## src/include/tidr_pkg.sv

```systemverilog
// Constants and types for the thread id and array debug register bank
package tidr_pkg;

  // Coprocessor register selectors
  localparam logic [3:0] TIDR_CRN_ID = 4'hD;
  localparam logic [3:0] TIDR_CRN_DBG = 4'hF;
  localparam logic [2:0] TIDR_OP1 = 3'h0;
  localparam logic [3:0] TIDR_CRM_ID = 4'h0;
  localparam logic [2:0] TIDR_OP2_URW = 3'h2;
  localparam logic [2:0] TIDR_OP2_URO = 3'h3;
  localparam logic [2:0] TIDR_OP2_PRIV = 3'h4;

  // Debug data register selection: secondary picks side, opcode2 picks word
  localparam logic [3:0] TIDR_CRM_DSIDE = 4'h0;
  localparam logic [3:0] TIDR_CRM_ISIDE = 4'h1;
  localparam logic [3:0] TIDR_CRM_LAST = 4'h3;
  localparam logic [2:0] TIDR_OP2_LO = 3'h0;
  localparam logic [2:0] TIDR_OP2_HI = 3'h1;

  // Array operation kinds, coded as opcode2
  localparam logic [2:0] TIDR_OP2_CAM = 3'h2;
  localparam logic [2:0] TIDR_OP2_ATTRIBUTE_ARRAY = 3'h3;
  localparam logic [2:0] TIDR_OP2_PA = 3'h4;
  localparam logic [2:0] TIDR_OP2_HAB = 3'h5;
  localparam logic [2:0] TIDR_OP2_TAG = 3'h6;

  // Live bits of each array entry
  localparam logic [31:0] TIDR_MASK_CAM_LO = 32'hFFFFFFFF;
  localparam logic [31:0] TIDR_MASK_CAM_HI = 32'h0000001F;
  localparam logic [31:0] TIDR_MASK_ATTRIBUTE_ARRAY = 32'h00000FFF;
  localparam logic [31:0] TIDR_MASK_PA = 32'h1FFFFFFF;
  localparam logic [31:0] TIDR_MASK_HAB = 32'h000000FF;
  localparam logic [31:0] TIDR_MASK_TAG = 32'h007FFFFF;
  localparam logic [31:0] TIDR_MASK_NONE = 32'h00000000;

  // Reset values
  localparam logic [31:0] TIDR_ID_RST = 32'h00000000;
  localparam logic [31:0] TIDR_DREG_RST = 32'h00000000;
  localparam int TIDR_NUM_ID = 3;

  typedef enum logic [0:0] {
    TIDR_ST_IDLE = 1'b0,
    TIDR_ST_WAIT = 1'b1
  } tidr_state_e;

endpackage

```

## src/design/tidr_core.sv

```systemverilog
// Thread and process id registers and level-one array debug data registers
`timescale 1ns/1ns
`default_nettype none

module tidr_core
  import tidr_pkg::*;
(
  input wire logic core_clk_i,
  input wire logic sys_rst_i,
  // Coprocessor transfer from the pipeline
  input wire logic req_valid_i,
  output logic req_ready_o,
  input wire logic req_write_i,
  input wire logic [2:0] req_op1_i,
  input wire logic [3:0] req_crn_i,
  input wire logic [3:0] req_crm_i,
  input wire logic [2:0] req_op2_i,
  input wire logic [31:0] req_wdata_i,
  input wire logic secure_i,
  input wire logic privileged_i,
  output logic resp_valid_o,
  output logic resp_undef_o,
  output logic [31:0] resp_rdata_o,
  // Array access port toward the level-one arrays
  output logic arr_req_o,
  output logic arr_write_o,
  output logic arr_iside_o,
  output logic [2:0] arr_kind_o,
  output logic [31:0] arr_index_o,
  output logic [31:0] arr_wdata_lo_o,
  output logic [31:0] arr_wdata_hi_o,
  input wire logic arr_rvalid_i,
  input wire logic [31:0] arr_rdata_lo_i,
  input wire logic [31:0] arr_rdata_hi_i
);

  typedef struct packed {
    tidr_state_e fsm;
    logic [1:0][TIDR_NUM_ID-1:0][31:0] id;
    logic [1:0][31:0] lo;
    logic [1:0][31:0] hi;
    logic resp_valid;
    logic resp_undef;
    logic [31:0] rdata;
    logic arr_req;
    logic arr_write;
    logic arr_iside;
    logic [2:0] arr_kind;
    logic [31:0] arr_index;
    logic [31:0] arr_wlo;
    logic [31:0] arr_whi;
  } tidr_state_s;

  tidr_state_s r;
  tidr_state_s next_r;

  // Live low-word bits for an array kind
  function automatic logic [31:0] tidr_lo_mask(input logic [2:0] kind);
    case (kind)
      TIDR_OP2_CAM: tidr_lo_mask = TIDR_MASK_CAM_LO;
      TIDR_OP2_ATTRIBUTE_ARRAY: tidr_lo_mask = TIDR_MASK_ATTRIBUTE_ARRAY;
      TIDR_OP2_PA: tidr_lo_mask = TIDR_MASK_PA;
      TIDR_OP2_HAB: tidr_lo_mask = TIDR_MASK_HAB;
      TIDR_OP2_TAG: tidr_lo_mask = TIDR_MASK_TAG;
      default: tidr_lo_mask = TIDR_MASK_NONE;
    endcase
  endfunction

  // Only the CAM entry spills into the high word
  function automatic logic [31:0] tidr_hi_mask(input logic [2:0] kind);
    tidr_hi_mask = (kind == TIDR_OP2_CAM) ? TIDR_MASK_CAM_HI : TIDR_MASK_NONE;
  endfunction

  logic take;
  logic id_hit;
  logic id_ok;
  logic [1:0] id_idx;
  logic dreg_hit;
  logic arr_hit;
  logic sec_priv;
  logic [31:0] id_rd_val;

  assign req_ready_o = (r.fsm == TIDR_ST_IDLE);
  assign take = req_valid_i && req_ready_o;
  assign sec_priv = secure_i && privileged_i;
  assign id_idx = 2'(req_op2_i - TIDR_OP2_URW);

  always_comb begin
    id_hit = (req_op1_i == TIDR_OP1) && (req_crn_i == TIDR_CRN_ID)
      && (req_crm_i == TIDR_CRM_ID)
      && (req_op2_i >= TIDR_OP2_URW) && (req_op2_i <= TIDR_OP2_PRIV);
    unique case (req_op2_i)
      TIDR_OP2_URW: id_ok = 1'b1;
      TIDR_OP2_URO: id_ok = privileged_i || !req_write_i;
      default: id_ok = privileged_i;
    endcase
    dreg_hit = (req_op1_i == TIDR_OP1) && (req_crn_i == TIDR_CRN_DBG)
      && (req_crm_i <= TIDR_CRM_ISIDE) && (req_op2_i <= TIDR_OP2_HI);
    // Array operations are only issued as register-to-coprocessor moves
    arr_hit = (req_op1_i == TIDR_OP1) && (req_crn_i == TIDR_CRN_DBG) && req_write_i
      && (req_crm_i <= TIDR_CRM_LAST)
      && (req_op2_i >= TIDR_OP2_CAM) && (req_op2_i <= TIDR_OP2_TAG);
    id_rd_val = r.id[secure_i][id_idx];
  end

  always_comb begin
    next_r = r;
    next_r.resp_valid = 1'b0;
    next_r.resp_undef = 1'b0;
    next_r.arr_req = 1'b0;
    unique case (r.fsm)
      TIDR_ST_IDLE: begin
        if (take) begin
          next_r.resp_valid = 1'b1;
          next_r.rdata = 32'h00000000;
          if (id_hit && id_ok) begin
            // Plain storage, bank chosen by current security state
            if (req_write_i) begin
              next_r.id[secure_i][id_idx] = req_wdata_i;
            end else begin
              next_r.rdata = id_rd_val;
            end
          end else if (dreg_hit && sec_priv) begin
            if (req_write_i) begin
              if (req_op2_i == TIDR_OP2_LO) begin
                next_r.lo[req_crm_i[0]] = req_wdata_i;
              end else begin
                next_r.hi[req_crm_i[0]] = req_wdata_i;
              end
            end else begin
              next_r.rdata = (req_op2_i == TIDR_OP2_LO) ? r.lo[req_crm_i[0]]
                : r.hi[req_crm_i[0]];
            end
          end else if (arr_hit && sec_priv) begin
            next_r.arr_req = 1'b1;
            next_r.arr_write = !req_crm_i[1];
            next_r.arr_iside = req_crm_i[0];
            next_r.arr_kind = req_op2_i;
            next_r.arr_index = req_wdata_i;
            // Reserved bits never reach the array
            next_r.arr_wlo = r.lo[req_crm_i[0]] & tidr_lo_mask(req_op2_i);
            next_r.arr_whi = r.hi[req_crm_i[0]] & tidr_hi_mask(req_op2_i);
            if (req_crm_i[1]) begin
              // Answer held back until the array returns the entry
              next_r.resp_valid = 1'b0;
              next_r.fsm = TIDR_ST_WAIT;
            end
          end else begin
            next_r.resp_undef = 1'b1;
          end
        end
      end
      TIDR_ST_WAIT: begin
        if (arr_rvalid_i) begin
          next_r.resp_valid = 1'b1;
          next_r.fsm = TIDR_ST_IDLE;
          // Reserved low-word bits read back as zero; the high word is reloaded only for a CAM entry
          next_r.lo[r.arr_iside] = arr_rdata_lo_i & tidr_lo_mask(r.arr_kind);
          if (r.arr_kind == TIDR_OP2_CAM) begin
            next_r.hi[r.arr_iside] = arr_rdata_hi_i & TIDR_MASK_CAM_HI;
          end
        end
      end
    endcase
  end

  always_ff @(posedge core_clk_i or posedge sys_rst_i) begin
    if (sys_rst_i) begin
      r.fsm <= TIDR_ST_IDLE;
      r.id <= {(2 * TIDR_NUM_ID){TIDR_ID_RST}};
      r.lo <= {2{TIDR_DREG_RST}};
      r.hi <= {2{TIDR_DREG_RST}};
      r.resp_valid <= 1'b0;
      r.resp_undef <= 1'b0;
      r.rdata <= 32'h00000000;
      r.arr_req <= 1'b0;
      r.arr_write <= 1'b0;
      r.arr_iside <= 1'b0;
      r.arr_kind <= 3'h0;
      r.arr_index <= 32'h00000000;
      r.arr_wlo <= 32'h00000000;
      r.arr_whi <= 32'h00000000;
    end else begin
      r <= next_r;
    end
  end

  assign resp_valid_o = r.resp_valid;
  assign resp_undef_o = r.resp_undef;
  assign resp_rdata_o = r.rdata;
  assign arr_req_o = r.arr_req;
  assign arr_write_o = r.arr_write;
  assign arr_iside_o = r.arr_iside;
  assign arr_kind_o = r.arr_kind;
  assign arr_index_o = r.arr_index;
  assign arr_wdata_lo_o = r.arr_wlo;
  assign arr_wdata_hi_o = r.arr_whi;
endmodule

`default_nettype wire

```

## config.mk

```make
export PLATFORM = sky130hd
export DESIGN_NAME = tidr_core
export DESIGN_NICKNAME = d
export VERILOG_FILES = /design/src/include/tidr_pkg.sv /design/src/design/tidr_core.sv
export SDC_FILE = /design/constraint.sdc
export NUM_CORES = 1
export LEC_CHECK = 0
export BUFFER_PORTS_ARGS = -buffer_cell sky130_fd_sc_hd__buf_4
export CAP_MARGIN = 20
export CORE_MARGIN = 3
export CORE_UTILIZATION = 30
export CTS_BUF_LIST = sky130_fd_sc_hd__clkbuf_2 sky130_fd_sc_hd__clkbuf_4 sky130_fd_sc_hd__clkbuf_8
export CTS_CLUSTER_SIZE = 12
export DETAILED_ROUTE_END_ITERATION = 7
export PLACE_DENSITY = 0.54
export SETUP_SLACK_MARGIN = 0.2
export SYNTH_ARGS = -nofsm -noshare
export SYNTH_HDL_FRONTEND = slang
export SYNTH_SLANG_ARGS = --single-unit
```

## constraint.sdc

```tcl
create_clock -name core_clk_i -period 32.2 [get_ports core_clk_i]
set_input_delay 4.83 -clock core_clk_i [delete_from_list [all_inputs] [get_ports core_clk_i]]
set_output_delay 4.83 -clock core_clk_i [all_outputs]
set_load 0.05 [all_outputs]
```

==> results of run 1 <==
area by class of cell:
class,instances,area [um^2]
fill,7009,45800
clock inverter,18,158
multi-input combinational,948,9120
clock buffer,125,1600
tap,940,1180
timing repair buffer,232,1770
inverter,7,33.8
sequential,430,10800
placed cells by master (no fill, tap or decap), types with 3 or more instances in the layout:
master      Yosys  layout
mux2i_1        47      47
and3_1         57      56
nor2b_1         4       3
a21o_1         28      28
mux4_2         34      34
dfrtp_1       430     430
a22o_1         34      34
mux2_1         15      15
nand2_1        14      14
nand3_1         5       5
a22oi_1        32      32
nor2_1         58      55
conb_1          1      27
buf_4         144     230
clkbuf_4        0      20
and2_1          5       5
nor3_1          8       7
a21oi_1         5       5
clkinvlp_4      0       4
nand4_1         3       3
inv_1           7       6
o211ai_1        3       3
a222oi_1       30      30
a32o_1         37      37
clkbuf_8        0     105
clkinv_2        0       9
mux2_2        431     431
o21ai_0        45      45
worst paths after layout:
check                                  start           endpoint  slack, ns
worst max-delay path            req_op2_i[1]             r[184]      24.09
worst min-delay path                  r[298]             r[298]       0.49
worst max register to register        r[456]             r[203]      28.44
worst min register to register        r[298]             r[298]       0.49
max in group asynchronous          sys_rst_i  arr_wdata_lo_o[7]      25.75
min in group asynchronous          sys_rst_i    arr_index_o[26]       4.29
where the power goes:
part / switching [mW] / leakage, nW / internal [mW]
logic: 0.0519 / 5.42 / 0.0204
clock network: 0.247 / 0.922 / 0.326
registers: 0.00160 / 5.99 / 0.543
state kept, by name, indices dropped and copies added, names as in the netlist, 3 cells and up:
register / flops
r: 321
arr_index_o: 32
arr_wdata_lo_o: 32
resp_rdata_o: 32
arr_wdata_hi_o: 5
arr_kind_o: 3
metal layers:
metal / vias to the layer above / GRT usage
met2: 445 / 0.276
met5: - / 0
met3: 101 / 0.0330
met1: 7423 / 0.226
li1: 6009 / -
met4: 0 / 0.0598
logic make-up after synthesis:
logic type	Yosys count	share of synthesized area
and+or+nand+nor	171	0.0435
buffers and inverters	286	0.0797
muxes	527	0.292
DFF	430	0.502
other	1	0.000175
xor gates and xnor gates	1	0.000408
AOI/OAI and AO/OA	222	0.0829
synth_stat cells (2+ instances only):
library cell	n	area, um^2
nand4_1	3	18.8
and2_1	5	31.3
a21o_1	28	210
clkbuf_1	86	323
nor2b_1	4	25.0
nor3_2	2	20.0
mux2i_1	47	470
a222oi_1	30	300
mux4_2	34	766
nand3_1	5	25.0
nor2_1	58	218
inv_1	7	26.3
nor3_1	8	40.0
o21ai_1	2	10.0
a32o_1	37	370
or2_2	2	12.5
o21a_1	2	15.0
a22oi_1	32	240
or4b_4	2	27.5
nand2_1	14	52.6
mux2_2	431	4850
o211ai_1	3	22.5
a22o_1	34	298
buf_2	14	70.1
dfrtp_1	430	10800
o21ai_0	45	225
nand2b_1	2	12.5
nor4_1	2	12.5
mux2_1	15	169
clkbuf_2	2	10.0
buf_4	144	1080
buf_6	10	113
buf_1	23	86.3
and3_1	57	357
a21oi_1	5	25.0
==> summary.txt, run 1 <==
Place
  • Dpl cells: 2556
  • Port bufs: 199
  • Setup WS pre-CTS: 23.41 ns
  • Placed cell area: 22800 um^2
  • HPWL Detailed: 41.3 mm
  • RD Place Congestion: 0.805

Clock network
  • CTS resizes: 0
  • CTS root buffer: clkbuf_8
  • TritonCTS clock tree: done
  • Clock latency on the worst-skew pair: 0.68 ns
  • Hold Buf Count CTS: 0
  • Clk slew on worst S/H paths: 0.06 ns
  • Setup Buffers After CTS: 0
  • Clock buffer depth: 3
  • CTS sink count: 430
  • H-tree depth: 3
  • Inserted Clock Buffers: 80

Die
  • Die area: 74800 um^2
  • Starting Density: 0.305
  • Core area: 70400 um^2
  • I/O Pins: 254
  • Die Width: 273 um
  • Die Y: 273 um
  • FP Rows: 97

Finish
  • Layout area overhead: 14.8%
  • Final Cell Area: 24600 um^2
  • Fraction of layout cells with a size suffix above 1: 0.489
  • Ant diodes: 0
  • Layout Utilization: 0.350
  • Final Non-Filler Cells: 2700
  • NumNets Final: 1816

Setup path
  • CP delay by family, top: buffers and inverters
  • CP Buf/Inv Count: 4
  • Crit path DAT: 8.65 ns
  • Most used cell, CP: buf_4
  • Crit path cell chain: buf_4 > buf_4 > nor2b_1 > o21a_1 > o211ai_1 > buf_4 > a211oi_4 > buf_4 > mux2_2
  • Slowest stage delay, CP: 0.74 ns
  • Crit. path cell count: 9
  • Crit path launch type: input port
  • Critical path class: input port to flip-flop
  • CP endpoint kind: flip-flop
  • Worst EP required: 32.74 ns
  • CP max-delay cell: a211oi_4
  • Worst-path fanout max: 68
  • Worst Reg-to-Reg Cells: 6

Logic synthesis
  • Mapped Cells: 1638
  • Syn Area/Cell: 13.1 um^2
  • Seq/Total Area, Yosys: 0.502
  • Mapped cell area: 21500 um^2
  • Synth unique cells: 48
  • Post-synthesis async set-or-reset flop share: 1.00
  • Top_reg_cell synth: dfrtp_1
  • Yosys reg bits: 430
  • Ys Warns: 0
  • Post-synth EDFFs: 0

Global route
  • Vias in the first global route: 14900
  • Grt total ovfl: 0
  • GRT Total Usage: 0.170
  • Initial antenna violation count: 1
  • First-pass GRT wire length: 96.1 mm
  • Largest net degree at the start of global routing: 191

STA
  • Slew @ Worst Pin: 1.20 ns
  • Clock Skew: 0.0414 ns
  • Tcrit/Tclk final: 0.252
  • Final setup vio count: 0
  • Hold Slack: 0.486 ns
  • Final min period: 8.11 ns
  • Setup TNS: 0 ns
  • Maximum clock frequency: 123 MHz
  • Final Hold Viols: 0
  • Slew Limit Fails: 0
  • Worst rel slew slack: 0.200
  • RSZ-0062 raised after global routing: false
  • Final setup margin: 24.09 ns

Drt
  • Highest routed layer: met4
  • Metal3 WL: 3.86 mm
  • Avg WL per Cell: 23.8 um
  • Length of routed wiring on met1: 27.8 mm
  • Via density: 5.18
  • Routed WL: 64.2 mm
  • DRC: 0
  • Final ANT Viol Nets: 0
  • DR pass1 iterations: 7
  • Metal2 WL: 30.8 mm
  • Initial drt markers: 1027
  • Vias after detailed routing: 14000

Power
  • Total power: 1.19 mW
  • Pwr dens: 48.3 nW/um^2
  • Worst IR drop on VDD: 25.5 uV
  • LEAKAGE: 12.3 nW

Worst hold path
  • Hold path depth: 1
  • HP Class: flip-flop to flip-flop

Run status
  • Status: complete, no violations

Job
  • Max Cap Viol: 0
(Power assumes the default switching activity.)
==> inputs of run 2 (changes only) <==
clock period = 8 ns   (was 32.2 ns; I/O delays follow)
==> summary.txt, run 2 (synthesis results as in run 1) <==
Worst hold path
  • Hold Path Sink: arr_index_o[7]
  • Hold path depth: 1 (unchanged)
  • HP Class: flip-flop to flip-flop
  • Hold_sp: arr_index_o[7]

Clock network
  • Clock buffer depth: 3 (unchanged)
  • CTS root buffer: clkbuf_8
  • Clock latency on the worst-skew pair: 0.68 ns (about the same)
  • Hold Buf Count CTS: 0 (unchanged)
  • Clk slew on worst S/H paths: 0.05 ns (about the same)
  • H-tree depth: 3 (unchanged)
  • CTS sink count: 430 (unchanged)
  • CTS resizes: 0 (unchanged)
  • TritonCTS clock tree: done
  • Inserted Clock Buffers: 81 (+1.3%)
  • Setup Buffers After CTS: 0 (unchanged)

STA
  • Final min period: 4.16 ns
  • Maximum clock frequency: 240 MHz
  • Slew @ Worst Pin: 1.06 ns (-0.144 ns)
  • Final Hold Viols: 0 (unchanged)
  • Setup TNS: 0 ns (unchanged)
  • RSZ-0062 raised after global routing: false
  • Slew Limit Fails: 0 (unchanged)
  • Tcrit/Tclk final: 0.520
  • Clock Skew: 0.0381 ns (-0.00329 ns)
  • Final setup vio count: 0 (unchanged)
  • Worst rel slew slack: 0.291 (+0.0906)

Die
  • Starting Density: 0.305 (unchanged)
  • Die Y: 273 um (unchanged)
  • Core area: 70400 um^2 (unchanged)
  • Die area: 74800 um^2 (unchanged)
  • FP Rows: 97 (unchanged)
  • I/O Pins: 254 (unchanged)
  • Die Width: 273 um (unchanged)

Setup path
  • R2R Setup Slk: 4.53 ns (-23.91 ns)
  • Worst R2R Start: r[456]
  • Worst EP required: 8.53 ns (-24.21 ns)
  • CP endpoint kind: flip-flop
  • Worst setup path startpoint: req_op2_i[1]
  • Crit path launch type: input port
  • Worst-path fanout max: 28 (-59%)
  • Crit path DAT: 4.69 ns (-3.96 ns)
  • Worst Reg-to-Reg Cells: 6 (unchanged)
  • Critical path class: input port to flip-flop
  • R2r endpoint: r[154]

Global route
  • First-pass GRT wire length: 94.9 mm (-1.2%)
  • GRT Total Usage: 0.168 (-0.00172)
  • Vias in the first global route: 14700 (-1.3%)
  • Grt total ovfl: 0 (unchanged)
  • Initial antenna violation count: 1 (unchanged)
  • Largest net degree at the start of global routing: 166 (-13%)

Drt
  • Avg WL per Cell: 23.7 um (-0.29%)
  • DRC: 0 (unchanged)
  • Routed WL: 64.1 mm (-0.18%)
  • Final ANT Viol Nets: 0 (unchanged)
  • DR pass1 iterations: 5 (-2)
  • Initial drt markers: 1093 (+6.4%)
  • Vias after detailed routing: 13900 (-0.39%)
  • Via density: 5.15 (-0.50%)

Finish
  • Final Cell Area: 24700 um^2 (+0.20%)
  • Commonest non-fill, non-tap cell in the layout: mux2_2
  • Commonest cells after routing, fill and taps aside: mux2_2 (431), dfrtp_1 (430), buf_4 (230), clkbuf_8 (108), and3_1 (56)
  • NumNets Final: 1818 (+0.11%)
  • Ant diodes: 0 (unchanged)
  • Fraction of layout cells with a size suffix above 1: 0.490 (+0.00144)
  • Largest register FFs: 321 (unchanged)
  • Fill cell count: 6937 (-1.0%)
  • Biggest register: r
  • Layout area overhead: 15.0%

Place
  • Port bufs: 199 (unchanged)
  • RD Place Congestion: 0.796 (-1.2%)
  • Placed cell area: 22900 um^2 (about the same)
  • HPWL Detailed: 41.3 mm (about the same)

Power
  • LEAKAGE: 12.4 nW (+0.19%)
  • Worst IR drop on VDD: 114 uV (+350%)
  • Pwr dens: 195 nW/um^2 (+300%)

Run status
  • Status: complete, no violations

Job
  • Max Cap Viol: 0 (unchanged)
## run 2: changes by cell type in the layout (fill, tap and decap cells not counted), sizes merged
cell	previous run	this run
clkinv	9	11
buf	232	233
## run 2: per-layer routing
layer | GRT usage | wire (um) | vias up
li1 | - | - | 6015
met2 | 0.270 | 30200 | 487
met3 | 0.0429 | 4390 | 109
met5 | 0 | 19 | -
met1 | 0.220 | 27500 | 7311
met4 | 0.0598 | 1890 | 2
## run 2: worst max-delay path, stage by stage
cell and delay, ns:
buf_4 0.37, nor2b_1 0.54, o21ai_0 0.27, a2111oi_2 0.60
and3_1 0.82, buf_4 0.46, mux2_2 0.38
## run 2: worst max-delay path by stage
stage / cells past startpoint / to
6_report: 7 / r[415]
5_1_grt: 7 / r[415]
4_1_cts: 7 / r[401]
3_5_place_dp: 7 / r[415]
3_3_place_gp: 7 / r[406]
2_1_floorplan: 1 / arr_index_o[0]
## run 2: area by class of cell
class | instances | area, um^2 | area share
Clock buffer | 125 | 1610 | 0.0654
Clock inverter | 20 | 170 | 0.00690
Inverter | 7 | 30.0 | 0.00122
Multi-Input combinational cell | 948 | 9120 | 0.370
Sequential cell | 430 | 10800 | 0.436
Tap cell | 940 | 1180 | 0.0477
Timing Repair Buffer | 233 | 1790 | 0.0727
## run 2: stage by stage
stage / hold WS (ns) / utilization / total power, mW / instances / setup slack [ns]
after floorplan: 0.457 / - / 2.42 / 1664 / 0.995
after global placement: 0.467 / 0.325 / 2.52 / 2557 / 3.26
after detailed placement: 0.475 / 0.325 / 2.53 / 2557 / 3.17
after CTS: 0.489 / 0.350 / 4.89 / 2702 / 3.88
after global routing: 0.509 / 0.350 / 5.02 / 2703 / 3.64
final: 0.494 / 0.350 / 4.81 / 2703 / 3.84
## run 2: power breakdown
group / internal, mW / switching (mW) / leakage (nW)
registers: 2.19 / 0.00665 / 5.99
logic: 0.0812 / 0.208 / 5.43
clock network: 1.33 / 1.00 / 0.941
==> inputs of run 3 (changes only) <==
PLACE_DENSITY = 0.55   (was 0.54)
clock period = 3.6 ns   (was 8 ns; I/O delays follow)
==> summary.txt, run 3 (synthesis results as in run 1) <==
Finish
  • Largest register FFs: 321 (unchanged)
  • Commonest cells after routing, fill and taps aside: mux2_2 (431), dfrtp_1 (430), buf_4 (246), clkbuf_8 (101), and3_1 (57)
  • Fraction of layout cells with a size suffix above 1: 0.496 (+0.00602)
  • Commonest non-fill, non-tap cell in the layout: mux2_2
  • Ant diodes: 0 (unchanged)
  • Biggest register: r
  • NumNets Final: 1847 (+1.6%)
  • Layout area overhead: 16.7%

Clock network
  • Inserted Clock Buffers: 81 (unchanged)
  • Clock buffer depth: 3 (unchanged)
  • Setup Buffers After CTS: 0 (unchanged)
  • Clock latency on the worst-skew pair: 0.69 ns (about the same)
  • CTS sink count: 430 (unchanged)
  • CTS root buffer: clkbuf_8
  • TritonCTS clock tree: done
  • H-tree depth: 3 (unchanged)
  • Clk slew on worst S/H paths: 0.05 ns (about the same)

Die
  • Die area: 74800 um^2 (unchanged)
  • Starting Density: 0.305 (unchanged)
  • FP Rows: 97 (unchanged)
  • Die Width: 273 um (unchanged)
  • Core area: 70400 um^2 (unchanged)
  • Die Y: 273 um (unchanged)
  • I/O Pins: 254 (unchanged)

Setup path
  • Critical path class: flip-flop to flip-flop
  • Crit path launch type: flip-flop
  • CP Buf/Inv Count: 1 (-1)
  • CP max-delay cell: nor3_4
  • Slowest stage delay, CP: 0.77 ns (-0.05 ns)
  • Crit path DAT: 3.41 ns (-1.28 ns)
  • Worst EP required: 4.14 ns (-4.39 ns)
  • CP delay by family, top: simple AND/OR/NAND/NOR gates
  • Crit path cell chain: or3b_2 > nor2_1 > a21oi_1 > nor3_4 > buf_12 > mux2_2
  • CP endpoint kind: flip-flop
  • Worst-path fanout max: 19 (-32%)

Drt
  • Final ANT Viol Nets: 0 (unchanged)
  • Initial drt markers: 918 (-16%)
  • Routed WL: 64.4 mm (+0.49%)
  • Vias after detailed routing: 14100 (+1.5%)
  • Via density: 5.17 (+0.37%)
  • Avg WL per Cell: 23.6 um (-0.58%)
  • DR pass1 iterations: 7 (+2)
  • DRC: 0 (unchanged)

STA
  • Tcrit/Tclk final: 0.795
  • Worst rel slew slack: 0.295 (+0.00360)
  • Final setup vio count: 0 (unchanged)
  • Final min period: 2.86 ns
  • Maximum clock frequency: 350 MHz
  • Slew Limit Fails: 0 (unchanged)
  • Final Hold Viols: 0 (unchanged)
  • Setup TNS: 0 ns (unchanged)
  • Hold Slack: 0.0670 ns (-0.427 ns)
  • RSZ-0062 raised after global routing: false
  • Slew @ Worst Pin: 1.05 ns (-0.00537 ns)
  • Clock Skew: 0.0565 ns (+0.0184 ns)

Global route
  • First-pass GRT wire length: 96.1 mm (+1.3%)
  • Initial antenna violation count: 0 (-1)
  • Vias in the first global route: 14800 (+0.31%)
  • Grt total ovfl: 0 (unchanged)
  • Largest net degree at the start of global routing: 74 (-55%)
  • GRT Total Usage: 0.170 (+0.00170)

Power
  • Total power: 10.8 mW (+120%)
  • Pwr dens: 431 nW/um^2 (+120%)
  • LEAKAGE: 12.6 nW (+1.6%)
  • Worst IR drop on VDD: 217 uV (+91%)

Place
  • Port bufs: 199 (unchanged)
  • RD Place Congestion: 0.797 (+0.11%)
  • HPWL Detailed: 42.8 mm (+3.7%)

Worst hold path
  • HP Class: input port to flip-flop

Run status
  • Status: complete, no violations

Job
  • Max Cap Viol: 0 (unchanged)
[run 3: cell types whose count changed in the layout (fill, tap and decap cells not counted), sizes merged]
| cell | delta |
|---|---|
| clkbuf | +5 |
| clkinvlp | -2 |
| inv | +1 |
| bufinv | +1 |
| dlygate4sd3 | +1 |
| buf | +28 |
| clkinv | -5 |
[run 3: final cells by class]
type	instances	area, um^2
clock buffers	130	1610
inverters	7	30.0
well taps	940	1180
multi-input cells	948	9120
flip-flops and latches	430	10800
clock inverters	15	179
fillers	6907	45400
repair buffers	262	2160
[run 3: stage by stage]
step	setup WS (ns)	instances	area, um^2	util
after floorplan	-2.75	1664	21600	-
after global placement	0.246	2585	23200	0.330
after detailed placement	0.210	2585	23200	0.330
after CTS	0.695	2730	25000	0.355
after global routing	0.624	2732	25000	0.356
final	0.739	2732	25000	0.356
[run 3: per-layer routing]
layer / GRT usage / share of wire / routed length (um)
met4: 0.0511 / 0.022 / 1430
met3: 0.0316 / 0.058 / 3740
met5: 0 / 0 / 0
met2: 0.277 / 0.48 / 30700
met1: 0.230 / 0.44 / 28500
[run 3: what timing repair did]
action,4_1_cts,5_1_grt
gates resized for setup,0,0
endpoints found under the hold margin,0,4
hold buffers,0,1
[run 3: worst paths after layout]
path | end | cells after the start | from | slack (ns)
hold / removal | r[456] | 2 | arr_rvalid_i | 0.07
max in group asynchronous | arr_wdata_lo_o[5] | 5 | sys_rst_i | 2.13
min in group asynchronous | r[424] | 3 | sys_rst_i | 0.50
hold reg to reg | r[298] | 1 | r[298] | 0.48
setup reg to reg | r[158] | 6 | arr_kind_o[2] | 0.74
setup / recovery | r[158] | 6 | arr_kind_o[2] | 0.74
[run 3: worst register-to-register path: stages, from the launching register on]
cell,delay (ns)
dfrtp_1,0.49
or3b_2,0.55
nor2_1,0.15
a21oi_1,0.12
nor3_4,0.77
buf_12,0.29
mux2_2,0.36
[run 3: where the power goes]
group | internal [mW] | switching (mW)
Sequential | 4.86 | 0.0151
Combinational | 0.204 | 0.472
Clock | 3.00 | 2.23
